### config.mk
export PLATFORM = sky130hd
export DESIGN_NAME = bus_master_cycles
export DESIGN_NICKNAME = d
export VERILOG_FILES = /design/src/verilog/bus_cycle_pkg.sv /design/src/verilog/bus_master_cycles.sv /design/src/verilog/word_fifo.sv
export SDC_FILE = /design/constraint.sdc
export NUM_CORES = 1
export LEC_CHECK = 0
export BUFFER_PORTS_ARGS = -buffer_cell sky130_fd_sc_hd__buf_2
export CAP_MARGIN = 0
export CORE_MARGIN = 2
export CORE_UTILIZATION = 55
export DETAILED_ROUTE_END_ITERATION = 7
export PLACE_DENSITY = 0.76
export SYNTH_ARGS = -nofsm -noshare
export SYNTH_HDL_FRONTEND = slang
export SYNTH_SLANG_ARGS = --single-unit
### constraint.sdc
create_clock -name SYS_CLK -period 7 [get_ports SYS_CLK]
set_input_delay 0.7 -clock SYS_CLK [delete_from_list [all_inputs] [get_ports SYS_CLK]]
set_output_delay 0.7 -clock SYS_CLK [all_outputs]
set_load 0.02 [all_outputs]
### src/verilog/bus_cycle_pkg.sv
package bus_cycle_pkg;

	// ----------------------------------------------------------------
	// Widths
	// ----------------------------------------------------------------
	localparam int ADDR_W = 23;
	localparam int DATA_W = 16;
	localparam int FC_W = 3;
	localparam int ST_W = 5;
	localparam int DIV_W = 2;
	localparam int FIFO_DEPTH = 8;

	// ----------------------------------------------------------------
	// Timing
	// ----------------------------------------------------------------
	localparam int CLK_PERIOD_NS = 10;
	// One numbered bus state lasts half a processor clock.
	localparam int HALF_STATE_NS = 20;
	localparam int STATE_CYC_I = (HALF_STATE_NS / CLK_PERIOD_NS < 1) ? 1 :
		HALF_STATE_NS / CLK_PERIOD_NS;
	localparam logic [DIV_W-1:0] STATE_CYC = DIV_W'(STATE_CYC_I);

	// ----------------------------------------------------------------
	// Numbered bus states
	// ----------------------------------------------------------------
	localparam logic [ST_W-1:0] FIRST_BUS_STATE = 5'd0;
	localparam logic [ST_W-1:0] S_ADDR = 5'd1;
	localparam logic [ST_W-1:0] S_STROBE = 5'd2;
	localparam logic [ST_W-1:0] S_WDATA = 5'd3;
	localparam logic [ST_W-1:0] S_WSTROBE = 5'd4;
	localparam logic [ST_W-1:0] S_LAST_DS = 5'd6;
	localparam logic [ST_W-1:0] S_END = 5'd7;
	localparam logic [ST_W-1:0] S_MOD_END = 5'd11;
	localparam logic [ST_W-1:0] RMW_OFS = 5'd12;
	localparam logic [ST_W-1:0] S_RMW_END = 5'd19;

	// ----------------------------------------------------------------
	// Reset values and constants
	// ----------------------------------------------------------------
	localparam logic [FC_W-1:0] FC_RST = 3'h0;
	localparam logic [DATA_W-1:0] DATA_RST = 16'h0000;
	localparam logic [ADDR_W:0] ADDR_RST = 24'h000000;
	localparam logic [7:0] TAS_SET_MASK = 8'h80;

	typedef enum logic [1:0] {
		OP_READ = 2'b00,
		OP_WRITE = 2'b01,
		OP_TAS = 2'b10
	} op_t;

	typedef enum logic [1:0] {
		PH_IDLE = 2'b00,
		PH_RUN = 2'b01,
		PH_WAIT = 2'b11
	} phase_t;

endpackage

### src/verilog/bus_master_cycles.sv
// Contract
// - Byte access: bit zero picks single lane.
// - Word read asserts both byte strobes.
// - State 0: address floats, code driven, read.
// - State 1: address driven, space code valid.
// - State 2: address strobe; read strobes too.
// - No acknowledge by state 5: wait states.
// - Read data latched entering state 7.
// - State 7 negates strobes (address strobe stays asserted in read-modify-write), holds address, direction.
// - Tolerate acknowledge lingering into next cycle.
// - Write: direction low state 2, data 3.
// - Write strobes asserted in state 4.
// - Write holds data through 7, then releases.
// - Address strobe unbroken across read-modify-write.
// - Read-modify-write only for single-byte test-and-set.
// - Write phase: states 12 through 19.
// - Write phase negates strobes in state 19.
// - Space code valid while address strobe asserted.
module bus_master_cycles
	import bus_cycle_pkg::*;
(
	input wire logic SYS_CLK, // System clock, 100 MHz.
	input wire logic RST_N, // Asynchronous reset, active low.
	input wire logic REQ_VALID, // Cycle request offered.
	output logic REQ_READY, // Request taken when both high.
	input wire logic [1:0] REQ_OP, // Read, write or test-and-set.
	input wire logic REQ_WORD, // Word access when high, except test-and-set, which is always a byte access.
	input wire logic [ADDR_W:0] REQ_ADDR, // Byte address.
	input wire logic [FC_W-1:0] REQ_SPACE, // Space code for the cycle.
	input wire logic [DATA_W-1:0] REQ_WDATA, // Write data.
	output logic RD_VALID, // Read result available.
	input wire logic RD_READY, // Read result taken.
	output logic [DATA_W-1:0] RD_DATA, // Read result.
	output logic BUSY, // Bus cycle in progress.
	output logic [ADDR_W-1:0] WORD_ADDRESS_BUS, // Word address out.
	output logic WORD_ADDRESS_OE, // Address bus driven.
	input wire logic [DATA_W-1:0] DATA_BUS_16_IN, // Data bus in.
	output logic [DATA_W-1:0] DATA_BUS_16_OUT, // Data bus out.
	output logic DATA_BUS_16_OE, // Data bus driven.
	output logic READ_NOT_WRITE, // High read, low write.
	output logic ADDR_VALID_STROBE_N, // Address strobe.
	output logic UPPER_BYTE_STROBE_N, // Upper byte strobe.
	output logic LOWER_BYTE_STROBE_N, // Lower byte strobe.
	output logic [FC_W-1:0] SPACE_CODE, // Space code out.
	input wire logic XFER_ACK_N // Slave acknowledge.
);

	// ----------------------------------------------------------------
	// Reset release and input synchronisers
	// ----------------------------------------------------------------
	logic rst_m_q, rst_n_q;
	logic ack_m_q, ack_n_s_q;
	logic [DATA_W-1:0] din_m_q, din_s_q;

	always_ff @(posedge SYS_CLK or negedge RST_N) begin
		if (!RST_N) begin
			rst_m_q <= 1'b0;
			rst_n_q <= 1'b0;
		end else begin
			rst_m_q <= 1'b1;
			rst_n_q <= rst_m_q;
		end
	end

	always_ff @(posedge SYS_CLK or negedge rst_n_q) begin
		if (!rst_n_q) begin
			ack_m_q <= 1'b1;
			ack_n_s_q <= 1'b1;
			din_m_q <= DATA_RST;
			din_s_q <= DATA_RST;
		end else begin
			ack_m_q <= XFER_ACK_N;
			ack_n_s_q <= ack_m_q;
			din_m_q <= DATA_BUS_16_IN;
			din_s_q <= din_m_q;
		end
	end

	// ----------------------------------------------------------------
	// Helpers
	// ----------------------------------------------------------------
	function automatic logic [ST_W-1:0] base_st(input logic [ST_W-1:0] s);
		return (s >= RMW_OFS) ? s - RMW_OFS : s;
	endfunction

	function automatic logic in_st(input logic [ST_W-1:0] s, lo, hi);
		return s >= lo && s <= hi;
	endfunction

	// ----------------------------------------------------------------
	// Request latch and state divider
	// ----------------------------------------------------------------
	phase_t phase_q, phase_d;
	op_t op_q;
	logic [ST_W-1:0] st_q, st_d;
	logic [DIV_W-1:0] div_q;
	logic word_q, req_ready_q, accept, tick;
	logic [ADDR_W:0] addr_q;
	logic [FC_W-1:0] fc_q;

	assign accept = REQ_VALID && req_ready_q;
	// one numbered state every STATE_CYC system clocks.
	assign tick = div_q == STATE_CYC - 1'b1;

	always_ff @(posedge SYS_CLK or negedge rst_n_q) begin
		if (!rst_n_q) begin
			div_q <= '0;
		end else if (accept || tick) begin
			div_q <= '0;
		end else begin
			div_q <= div_q + 1'b1;
		end
	end

	always_ff @(posedge SYS_CLK or negedge rst_n_q) begin
		if (!rst_n_q) begin
			op_q <= OP_READ;
			word_q <= 1'b0;
			addr_q <= ADDR_RST;
			fc_q <= FC_RST;
		end else if (accept) begin
			op_q <= op_t'(REQ_OP);
			word_q <= REQ_WORD && op_t'(REQ_OP) != OP_TAS;
			addr_q <= REQ_ADDR;
			fc_q <= REQ_SPACE;
		end
	end

	// ----------------------------------------------------------------
	// Bus state sequence
	// ----------------------------------------------------------------
	always_comb begin
		st_d = st_q;
		phase_d = phase_q;
		case (phase_q)
			PH_IDLE: begin
				if (accept) begin
					st_d = FIRST_BUS_STATE;
					phase_d = PH_RUN;
				end
			end
			PH_RUN: begin
				if (tick) begin
					if (st_q == (op_q == OP_TAS ? S_RMW_END : S_END)) begin
						phase_d = PH_IDLE;
					end else if (base_st(st_q) == S_WSTROBE && ack_n_s_q) begin
						phase_d = PH_WAIT;
					end else begin
						st_d = st_q + 1'b1;
					end
				end
			end
			PH_WAIT: begin
				if (tick && !ack_n_s_q) begin
					st_d = st_q + 1'b1;
					phase_d = PH_RUN;
				end
			end
			default: phase_d = PH_IDLE;
		endcase
	end

	always_ff @(posedge SYS_CLK or negedge rst_n_q) begin
		if (!rst_n_q) begin
			phase_q <= PH_IDLE;
			st_q <= FIRST_BUS_STATE;
		end else begin
			phase_q <= phase_d;
			st_q <= st_d;
		end
	end

	// ----------------------------------------------------------------
	// Pin decode from the next state
	// ----------------------------------------------------------------
	logic busy_d, wrp_d, rdp_d, as_on, ds_on, up_on, lo_on;
	logic [ST_W-1:0] b_d;

	assign busy_d = phase_d != PH_IDLE;
	assign b_d = base_st(st_d);
	assign wrp_d = busy_d && (op_q == OP_WRITE || (op_q == OP_TAS && st_d >= RMW_OFS + S_STROBE));
	assign rdp_d = busy_d && op_q != OP_WRITE && st_d <= S_END;
	assign as_on = busy_d && in_st(st_d, S_STROBE,
		op_q == OP_TAS ? S_RMW_END - 1'b1 : S_LAST_DS);
	assign ds_on = (rdp_d && in_st(b_d, S_STROBE, S_LAST_DS)) ||
		(wrp_d && in_st(b_d, S_WSTROBE, S_LAST_DS));
	assign up_on = ds_on && (word_q || !addr_q[0]);
	assign lo_on = ds_on && (word_q || addr_q[0]);

	logic as_n_q, uds_n_q, lds_n_q, rw_q, aoe_q, doe_q;

	always_ff @(posedge SYS_CLK or negedge rst_n_q) begin
		if (!rst_n_q) begin
			as_n_q <= 1'b1;
			uds_n_q <= 1'b1;
			lds_n_q <= 1'b1;
			rw_q <= 1'b1;
			aoe_q <= 1'b0;
			doe_q <= 1'b0;
		end else begin
			// strobes drop in the last state.
			as_n_q <= !as_on;
			uds_n_q <= !up_on;
			lds_n_q <= !lo_on;
			// state 0 reads with address floating.
			rw_q <= !(wrp_d && b_d >= S_STROBE);
			aoe_q <= busy_d && st_d >= S_ADDR;
			// data driven 3 to 7, then released.
			doe_q <= wrp_d && b_d >= S_WDATA;
		end
	end

	// ----------------------------------------------------------------
	// Data path: write data, capture, modify
	// ----------------------------------------------------------------
	logic [DATA_W-1:0] dout_q, rd_hold_q, din_sel;
	logic [7:0] tas_byte;
	logic cap, push_q, fifo_in_ready;

	assign din_sel = word_q ? din_s_q :
		{8'h00, addr_q[0] ? din_s_q[7:0] : din_s_q[15:8]};
	assign tas_byte = rd_hold_q[7:0] | TAS_SET_MASK;
	// latch at the start of state 7.
	assign cap = op_q != OP_WRITE && phase_q != PH_IDLE && st_q != S_END && st_d == S_END;

	always_ff @(posedge SYS_CLK or negedge rst_n_q) begin
		if (!rst_n_q) begin
			dout_q <= DATA_RST;
		end else if (accept) begin
			dout_q <= REQ_WORD ? REQ_WDATA : {2{REQ_WDATA[7:0]}};
		end else if (op_q == OP_TAS && st_q != S_MOD_END && st_d == S_MOD_END) begin
			dout_q <= {2{tas_byte}};
		end
	end

	always_ff @(posedge SYS_CLK or negedge rst_n_q) begin
		if (!rst_n_q) begin
			rd_hold_q <= DATA_RST;
			push_q <= 1'b0;
		end else begin
			push_q <= cap;
			if (cap) begin
				rd_hold_q <= din_sel;
			end
		end
	end

	// A request is only taken while the result queue has room, so a
	// captured read can never be dropped; a slow reader stalls the bus.
	always_ff @(posedge SYS_CLK or negedge rst_n_q) begin
		if (!rst_n_q) begin
			req_ready_q <= 1'b0;
			BUSY <= 1'b0;
		end else begin
			req_ready_q <= !busy_d && !push_q && fifo_in_ready && !accept;
			BUSY <= busy_d;
		end
	end

	word_fifo #(.WIDTH(DATA_W), .DEPTH(FIFO_DEPTH)) u_rd_fifo (
		.clk(SYS_CLK),
		.rst_n(rst_n_q),
		.in_valid(push_q),
		.in_ready(fifo_in_ready),
		.in_data(rd_hold_q),
		.out_valid(RD_VALID),
		.out_ready(RD_READY),
		.out_data(RD_DATA)
	);

	assign REQ_READY = req_ready_q;
	assign WORD_ADDRESS_BUS = addr_q[ADDR_W:1];
	assign WORD_ADDRESS_OE = aoe_q;
	assign DATA_BUS_16_OUT = dout_q;
	assign DATA_BUS_16_OE = doe_q;
	assign READ_NOT_WRITE = rw_q;
	assign ADDR_VALID_STROBE_N = as_n_q;
	assign UPPER_BYTE_STROBE_N = uds_n_q;
	assign LOWER_BYTE_STROBE_N = lds_n_q;
	// code held from request to end.
	assign SPACE_CODE = fc_q;
endmodule // bus_master_cycles

### src/verilog/word_fifo.sv
module word_fifo #(
	parameter int WIDTH = 16,
	parameter int DEPTH = 8
) (
	input wire logic clk, // Clock.
	input wire logic rst_n, // Synchronised reset, active low.
	input wire logic in_valid, // Word offered.
	output logic in_ready, // Room for a word.
	input wire logic [WIDTH-1:0] in_data, // Word in.
	output logic out_valid, // Word available.
	input wire logic out_ready, // Consumer takes word.
	output logic [WIDTH-1:0] out_data // Oldest word.
);

	localparam int PW = $clog2(DEPTH);

	logic [WIDTH-1:0] mem_q [DEPTH];
	logic [PW-1:0] wr_q, rd_q;
	logic [PW:0] cnt_q;
	logic push, pop;

	assign push = in_valid && in_ready;
	assign pop = out_valid && out_ready;
	assign in_ready = cnt_q != (PW+1)'(DEPTH);
	assign out_valid = cnt_q != '0;
	assign out_data = mem_q[rd_q];

	always_ff @(posedge clk) begin
		if (push) begin
			mem_q[wr_q] <= in_data;
		end
	end

	always_ff @(posedge clk or negedge rst_n) begin
		if (!rst_n) begin
			wr_q <= '0;
			rd_q <= '0;
			cnt_q <= '0;
		end else begin
			if (push) begin
				wr_q <= (wr_q == PW'(DEPTH - 1)) ? '0 : wr_q + 1'b1;
			end
			if (pop) begin
				rd_q <= (rd_q == PW'(DEPTH - 1)) ? '0 : rd_q + 1'b1;
			end
			cnt_q <= cnt_q + (PW+1)'(push) - (PW+1)'(pop);
		end
	end

endmodule // word_fifo

# After elaboration in Yosys (flattened, before gate mapping)
# Memory sizes are Yosys's and may differ from the RTL's.
# Cells that the tools add are included.
[op_classes]
addsub = 8
n_lt_le_gt_ge = 11
eq_ne = 16
muxes = 26
n_reduce_logical = 48
[ops]
columns = ["op", "count"]
rows = [
  ["$mux 16", 4],
  ["$mux 5", 9],
  ["$logic_and 1x1->1", 29],
  ["$ge 5x2->1 const B", 3],
  ["$ge 5x4->1 const B", 3],
  ["$pmux 5 s3", 1],
  ["$mux 2", 6],
  ["$eq 5x3->1 const B", 2],
  ["$le 5x3->1 const B", 2],
  ["$sub 5x4->5 const B", 2],
  ["$logic_not 1->1", 9],
  ["$mux 8", 1],
  ["$add 3x1->3 const B", 2],
  ["$eq 2x1->1 const B", 3],
  ["$eq 3x3->1 const B", 2],
  ["$mux 3", 2],
  ["$pmux 2 s3", 1],
  ["$reduce_bool 2->1", 3],
  ["$add 5x1->5 const B", 1],
  ["$eq 5x4->1 const B", 1],
  ["$eq 5x5->1", 1],
  ["$ge 5x1->1 const B", 1],
  ["$ge 5x3->1 const B", 1],
  ["$le 5x5->1", 1],
  ["13 further kinds", 19],
]
[word_totals]
ff_bits = 126
mem_bits_rw = 128
inputBits = 67
output_inout_bits = 67
word_cells = 137
n_memories = 1
[mem_list]
columns = ["name", "words", "width", "read_ports", "rd_clocked_by_memory_dff", "write_ports", "line", "source"]
rows = [
  ["u_rd_fifo.mem_q", 8, 16, 1, 0, 1, "word_fifo.sv:17", "logic [WIDTH-1:0] mem_q [DEPTH];"],
]

# Longest topological paths before layout
[depth]
ltp_word = 16
mapped_depth = 16
ltp_nobuf = 15

# Hierarchy
# Synthesis repeated with hierarchy kept, for this count alone.
[unflattened]
hier_cells = 759
area_unflattened_um2 = 10730.3
[by_module_without_submodules]
columns = ["module", "instances", "cells_per_inst", "area_each_um2", "seq_area_each_um2"]
rows = [
  ["word_fifo", 1, 242, 5549.1, 4093.9],
  ["bus_master_cycles", 1, 517, 5181.2, 2910.3],
]

# Least setup slack after synthesis
# Ideal clock, no wire load.
[synth_timing]
path_type = "register -> register"
start = "register st_q[2]"
end = "register dout_q[11] (netlist: DATA_BUS_16_OUT[11])"
setup_time_ns = 0.127
arrival_time_ns = 3.067
t_required_ns = 6.873
setup_slack_ns = 3.806
path_stages_with_launch = 16
path_buffers = 2
synth_period_minus_slack_ns = 3.194
cell_sequence = "dfrtp_1 buf_4 inv_1 ha_1 nand2b_1 o32a_4 o21ai_4 or4_4 a22oi_4 ha_1 nand2_1 a211oi_1 nand2_1 nand2_1 buf_4 mux2_1"
[synth_via]
elab_chain_cells = 11
word_cells_on_any_way = 18
classes_between = "add/sub: 2; order compare: 1; eq/ne: 4; mux: 7; reduce/logical: 4"
[synth_rtl]
columns = ["element", "line", "source"]
rows = [
  ["start: declaration", "bus_master_cycles.sv:95", "logic [ST_W-1:0] st_q, st_d;"],
  ["start signal: assignment", "bus_master_cycles.sv:169", "st_q <= st_d;"],
  ["$sub 5x4->5 or $ge 5x4->1 (tied branches)", "bus_master_cycles.sv:83", "return (s >= RMW_OFS) ? s - RMW_OFS : s;"],
  ["$mux 5", "bus_master_cycles.sv:83", ""],
  ["$eq 5x3->1", "bus_master_cycles.sv:146", "end else if (base_st(st_q) == S_WSTROBE && ack_n_s_q) begin"],
  ["$logic_and 1x1->1", "bus_master_cycles.sv:146", ""],
  ["$mux 5", "bus_master_cycles.sv:146", ""],
  ["$mux 5", "bus_master_cycles.sv:144", "if (st_q == (op_q == OP_TAS ? S_RMW_END : S_END)) begin"],
  ["$mux 5", "bus_master_cycles.sv:143", "if (tick) begin"],
  ["$pmux 5 s3 (*)", "bus_master_cycles.sv:135", "case (phase_q)"],
  ["named net st_d[3]", "bus_master_cycles.sv:95", ""],
  ["$eq 5x4->1 (*)", "bus_master_cycles.sv:231", "end else if (op_q == OP_TAS && st_q != S_MOD_END && st_d == S_MOD_END) begin"],
  ["$logic_and 1x1->1 (*)", "bus_master_cycles.sv:231", ""],
  ["$reduce_bool 2->1 (no line) (*)", "n/a", ""],
  ["end signal: assignment", "bus_master_cycles.sv:230", "dout_q <= REQ_WORD ? REQ_WDATA : {2{REQ_WDATA[7:0]}};"],
  ["end signal: assignment", "bus_master_cycles.sv:232", "dout_q <= {2{tas_byte}};"],
  ["end: declaration", "bus_master_cycles.sv:216", "logic [DATA_W-1:0] dout_q, rd_hold_q, din_sel;"],
]
# The timed path passes the listed nets; every way through them passes the cells marked *.
# A chain may end at the register's enable or synchronous reset.

# Final worst setup path
[layout_timing]
start = "register st_q[2]"
end = "register dout_q[12] (netlist: DATA_BUS_16_OUT[12])"
# Same word-level chain as after synthesis.

==> flow_summary.toml <==
[routing]
via_per_inst = 5.56
drtIter0Drc = 444
vias = 6357
wl_per_cell_um = 18.6
drt-pass1-iter-count = 5
drcViolationCount = 0
wirelength_um = 21300
postRouteAntennaNets = 0

[global_route]
grt_overflow = 0
grt_usage_pct = 21.2
grt_max_degree = 78
grt_pass1_wl_um = 33600
antenna_found_initial = 0
grt_pass1_vias = 6311

[floorplan]
die_x_um = 143
ios = 134
dieArea_sq_um = 20400
rows = 50
core_sq_um = 18800
die_h_um = 143
start_util_pct = 56.4

[sta]
clock.fmax_mhz = 250
period_needed_ps = 4000
rsz0062_at_grt = "false"
fin_crit_sh_pct = 57.2
finalMaxSlewViolations = 0
holdWs_ps = 277
tns_ps = 0
clock-skew-final_ps = 6.29
max-slew-margin-rel_pct = 31.2
tightest_slew_ps = 1030
hold_viol = 0
setup_viol = 0

[setup_path]
crit_path_start_kind = "flop"
cp_max_fo = 23
path_common_cell = "nand2_1"
critPathTopFamily = "simple AND/OR/NAND/NOR gates"
cp_num_buf_inv = 1
cp_data_arrival_time_ps = 4400
cp_slowest_stage_delay_ps = 600
end_kind = "flop"
path_class = "reg2reg"
cpMaxStageDelayCell = "dfrtp_1"
worstPathCellList = "inv_1 -> ha_1 -> nand2b_1 -> o32a_4 -> o21ai_4 -> or4_4 -> a22oi_4 -> ha_1 -> nand2_1 -> a211oi_1 -> nand2_1 -> nand2_1 -> mux2_1"
required_ps = 7400

[layout]
layout_commonest_cell = "buf_2"
drive_gt1_share_pct = 30.7
nNetsFinal = 953
multi_input_area_sq_um = 3200
regArea_sq_um = 7010
syn_to_final_growth_pct = 15.5
diodes = 0
final_cell_mix = "buf_2 (133), edfxtp_1 (128), nand2_1 (122)"
num-fill-cells = 1385

[clock_tree]
h-tree-depth = 1
cts_tree = "yes"
clockBufferDepth = 3
path_clk_slew_ps = 60
cts_root_buf = "clkbuf_16"
cts_buffers = 26
cts.sinks = 254
clkLatencyLatePin_ps = 520

[synthesis]
ys_async_sr_fraction_pct = 49.6
synth_ff_type = "edfxtp_1"
synth_nets = 840
synth_edf_count = 128
ys_types = 74
synth.ff_latch_count = 254
yosysWarnings = 0
syn_inst = 750
ys_seq_area_share_pct = 66.0
syn_avg_cell_area_sq_um = 14.2
syn_area_sq_um = 10600

[place]
hpwl_um = 13500
port-buffer-count = 133
gp_congestion = 0.887

[run_status]
status = "completed"

[power_and_ir_drop]
internal_power_mw = 3.54
leakage_nw = 5.11
p_per_area_nw_per_um2 = 447
power_frac_seq_pct = 41.7
pwr-share-clk_pct = 25.0
combPwrFrac_pct = 33.3
vdd_drop_max_mv = 0.251
p_switching_mw = 1.94
sw_frac_of_total_pct = 35.5

[hold_path]
worstHoldPathType = "in2reg"

[run]
drv_cap = 0
## sequential cells by signal, summed over array words and instances (netlist names), 2 cells and up
| register | cells |
|---|---|
| addr_q | 24 |
| DATA_BUS_16_OUT | 16 |
| rd_hold_q | 16 |
| din_m_q | 16 |
| u_rd_fifo.rd_q | 3 |
| u_rd_fifo.mem_q | 128 |
| op_q | 2 |
| u_rd_fifo.wr_q | 3 |
| phase_q | 2 |
| u_rd_fifo.cnt_q | 4 |
| st_q | 5 |
| div_q | 2 |
| SPACE_CODE | 3 |
| din_s_q | 16 |
## kinds of logic after synthesis
kind of cell	after synthesis	synth area share, %
flip-flops	254	66.0
AND/OR/NAND/NOR	210	8.96
AO/OA/AOI/OAI	95	6.49
buffers and inverters	90	4.40
multiplexers	75	11.2
adder cells (fa/ha/maj)	23	2.78
XOR/XNOR	2	0.165
other	1	0.0353
## synth_stat cells (all sizes together) (3+ instances only)
library cell / instances / share of area, %
o21ai: 30 / 1.5
mux4: 32 / 6.8
inv: 31 / 1.1
a31oi: 8 / 0.47
dfstp: 6 / 1.5
buf: 39 / 2.6
a22oi: 3 / 0.39
nand2: 122 / 4.3
and3: 5 / 0.35
nor3: 12 / 0.57
o211ai: 4 / 0.28
a21o: 3 / 0.21
nand2b: 9 / 0.67
mux2: 27 / 2.9
nor2b: 3 / 0.18
mux2i: 16 / 1.5
and2: 4 / 0.24
nand3: 14 / 0.66
ha: 22 / 2.6
edfxtp: 128 / 36
a21oi: 18 / 0.85
clkbuf: 19 / 0.67
dfrtp: 120 / 28
a311oi: 3 / 0.31
nor2: 31 / 1.1
## worst register-to-register path, cell delays in order (launching register included)
cell	delay (ps)
dfrtp_1	600
inv_1	140
ha_1	310
nand2b_1	80
o32a_4	190
o21ai_4	100
or4_4	520
a22oi_4	350
ha_1	220
nand2_1	60
a211oi_1	210
nand2_1	110
nand2_1	580
mux2_1	400
## metal layers
layer	part of all wire (%)	global-route usage [%]
met5	0	0
met3	6.4	3.62
met4	1.9	4.79
met1	42	29.5
met2	50	35.6
## area by class of cell
| cell class | count | share of cell area [%] |
|---|---|---|
| multi-input combinational | 406 | 26.1 |
| timing repair buffer | 143 | 6.06 |
| sequential | 254 | 57.1 |
| inverter | 32 | 0.989 |
| clock inverter | 13 | 0.989 |
| clock buffer | 35 | 6.10 |
| tap | 260 | 2.65 |
## repair_timing
action,in CTS,in global routing
endpoints found under the hold margin,2,0
setup buffers,0,0
resized for setup,0,0
hold buffers,1,0
## final timing paths
check                      startpoint                   to  slack [ps]  cells past startpoint
min in group asynchronous     rst_n_q   u_rd_fifo.cnt_q[2]         350                      0
max in group asynchronous     rst_n_q               word_q        5270                      1
min reg2reg                   rst_n_q   u_rd_fifo.cnt_q[2]         350                      0
max reg2reg                   st_q[2]  DATA_BUS_16_OUT[12]        3000                     13
min                        XFER_ACK_N              ack_m_q         280                      1
max                           st_q[2]  DATA_BUS_16_OUT[12]        3000                     13
## through the flow
step	setup WS, ps	power (mW)	utilization, %	cells	area (sq um)
after global routing	2740	5.79	65.1	1143	12300
final	3000	5.48	65.1	1143	12300
after CTS	3060	5.53	65.1	1143	12300
after detailed placement	3110	4.13	60.5	1094	11400
after floorplan	3240	3.66	-	750	10600
after global placement	3160	4.10	60.5	1094	11400
## power groups by stage
| stage | Clock [mW] | Combinational [mW] | Sequential [mW] |
|---|---|---|---|
| floorplan | 0 | 1.43 | 2.22 |
| global placement | 0 | 1.80 | 2.30 |
| detailed placement | 0 | 1.83 | 2.31 |
| CTS | 1.40 | 1.84 | 2.29 |
| global route | 1.46 | 2.00 | 2.33 |
| finish | 1.37 | 1.82 | 2.28 |
(Power assumes the default switching activity.)
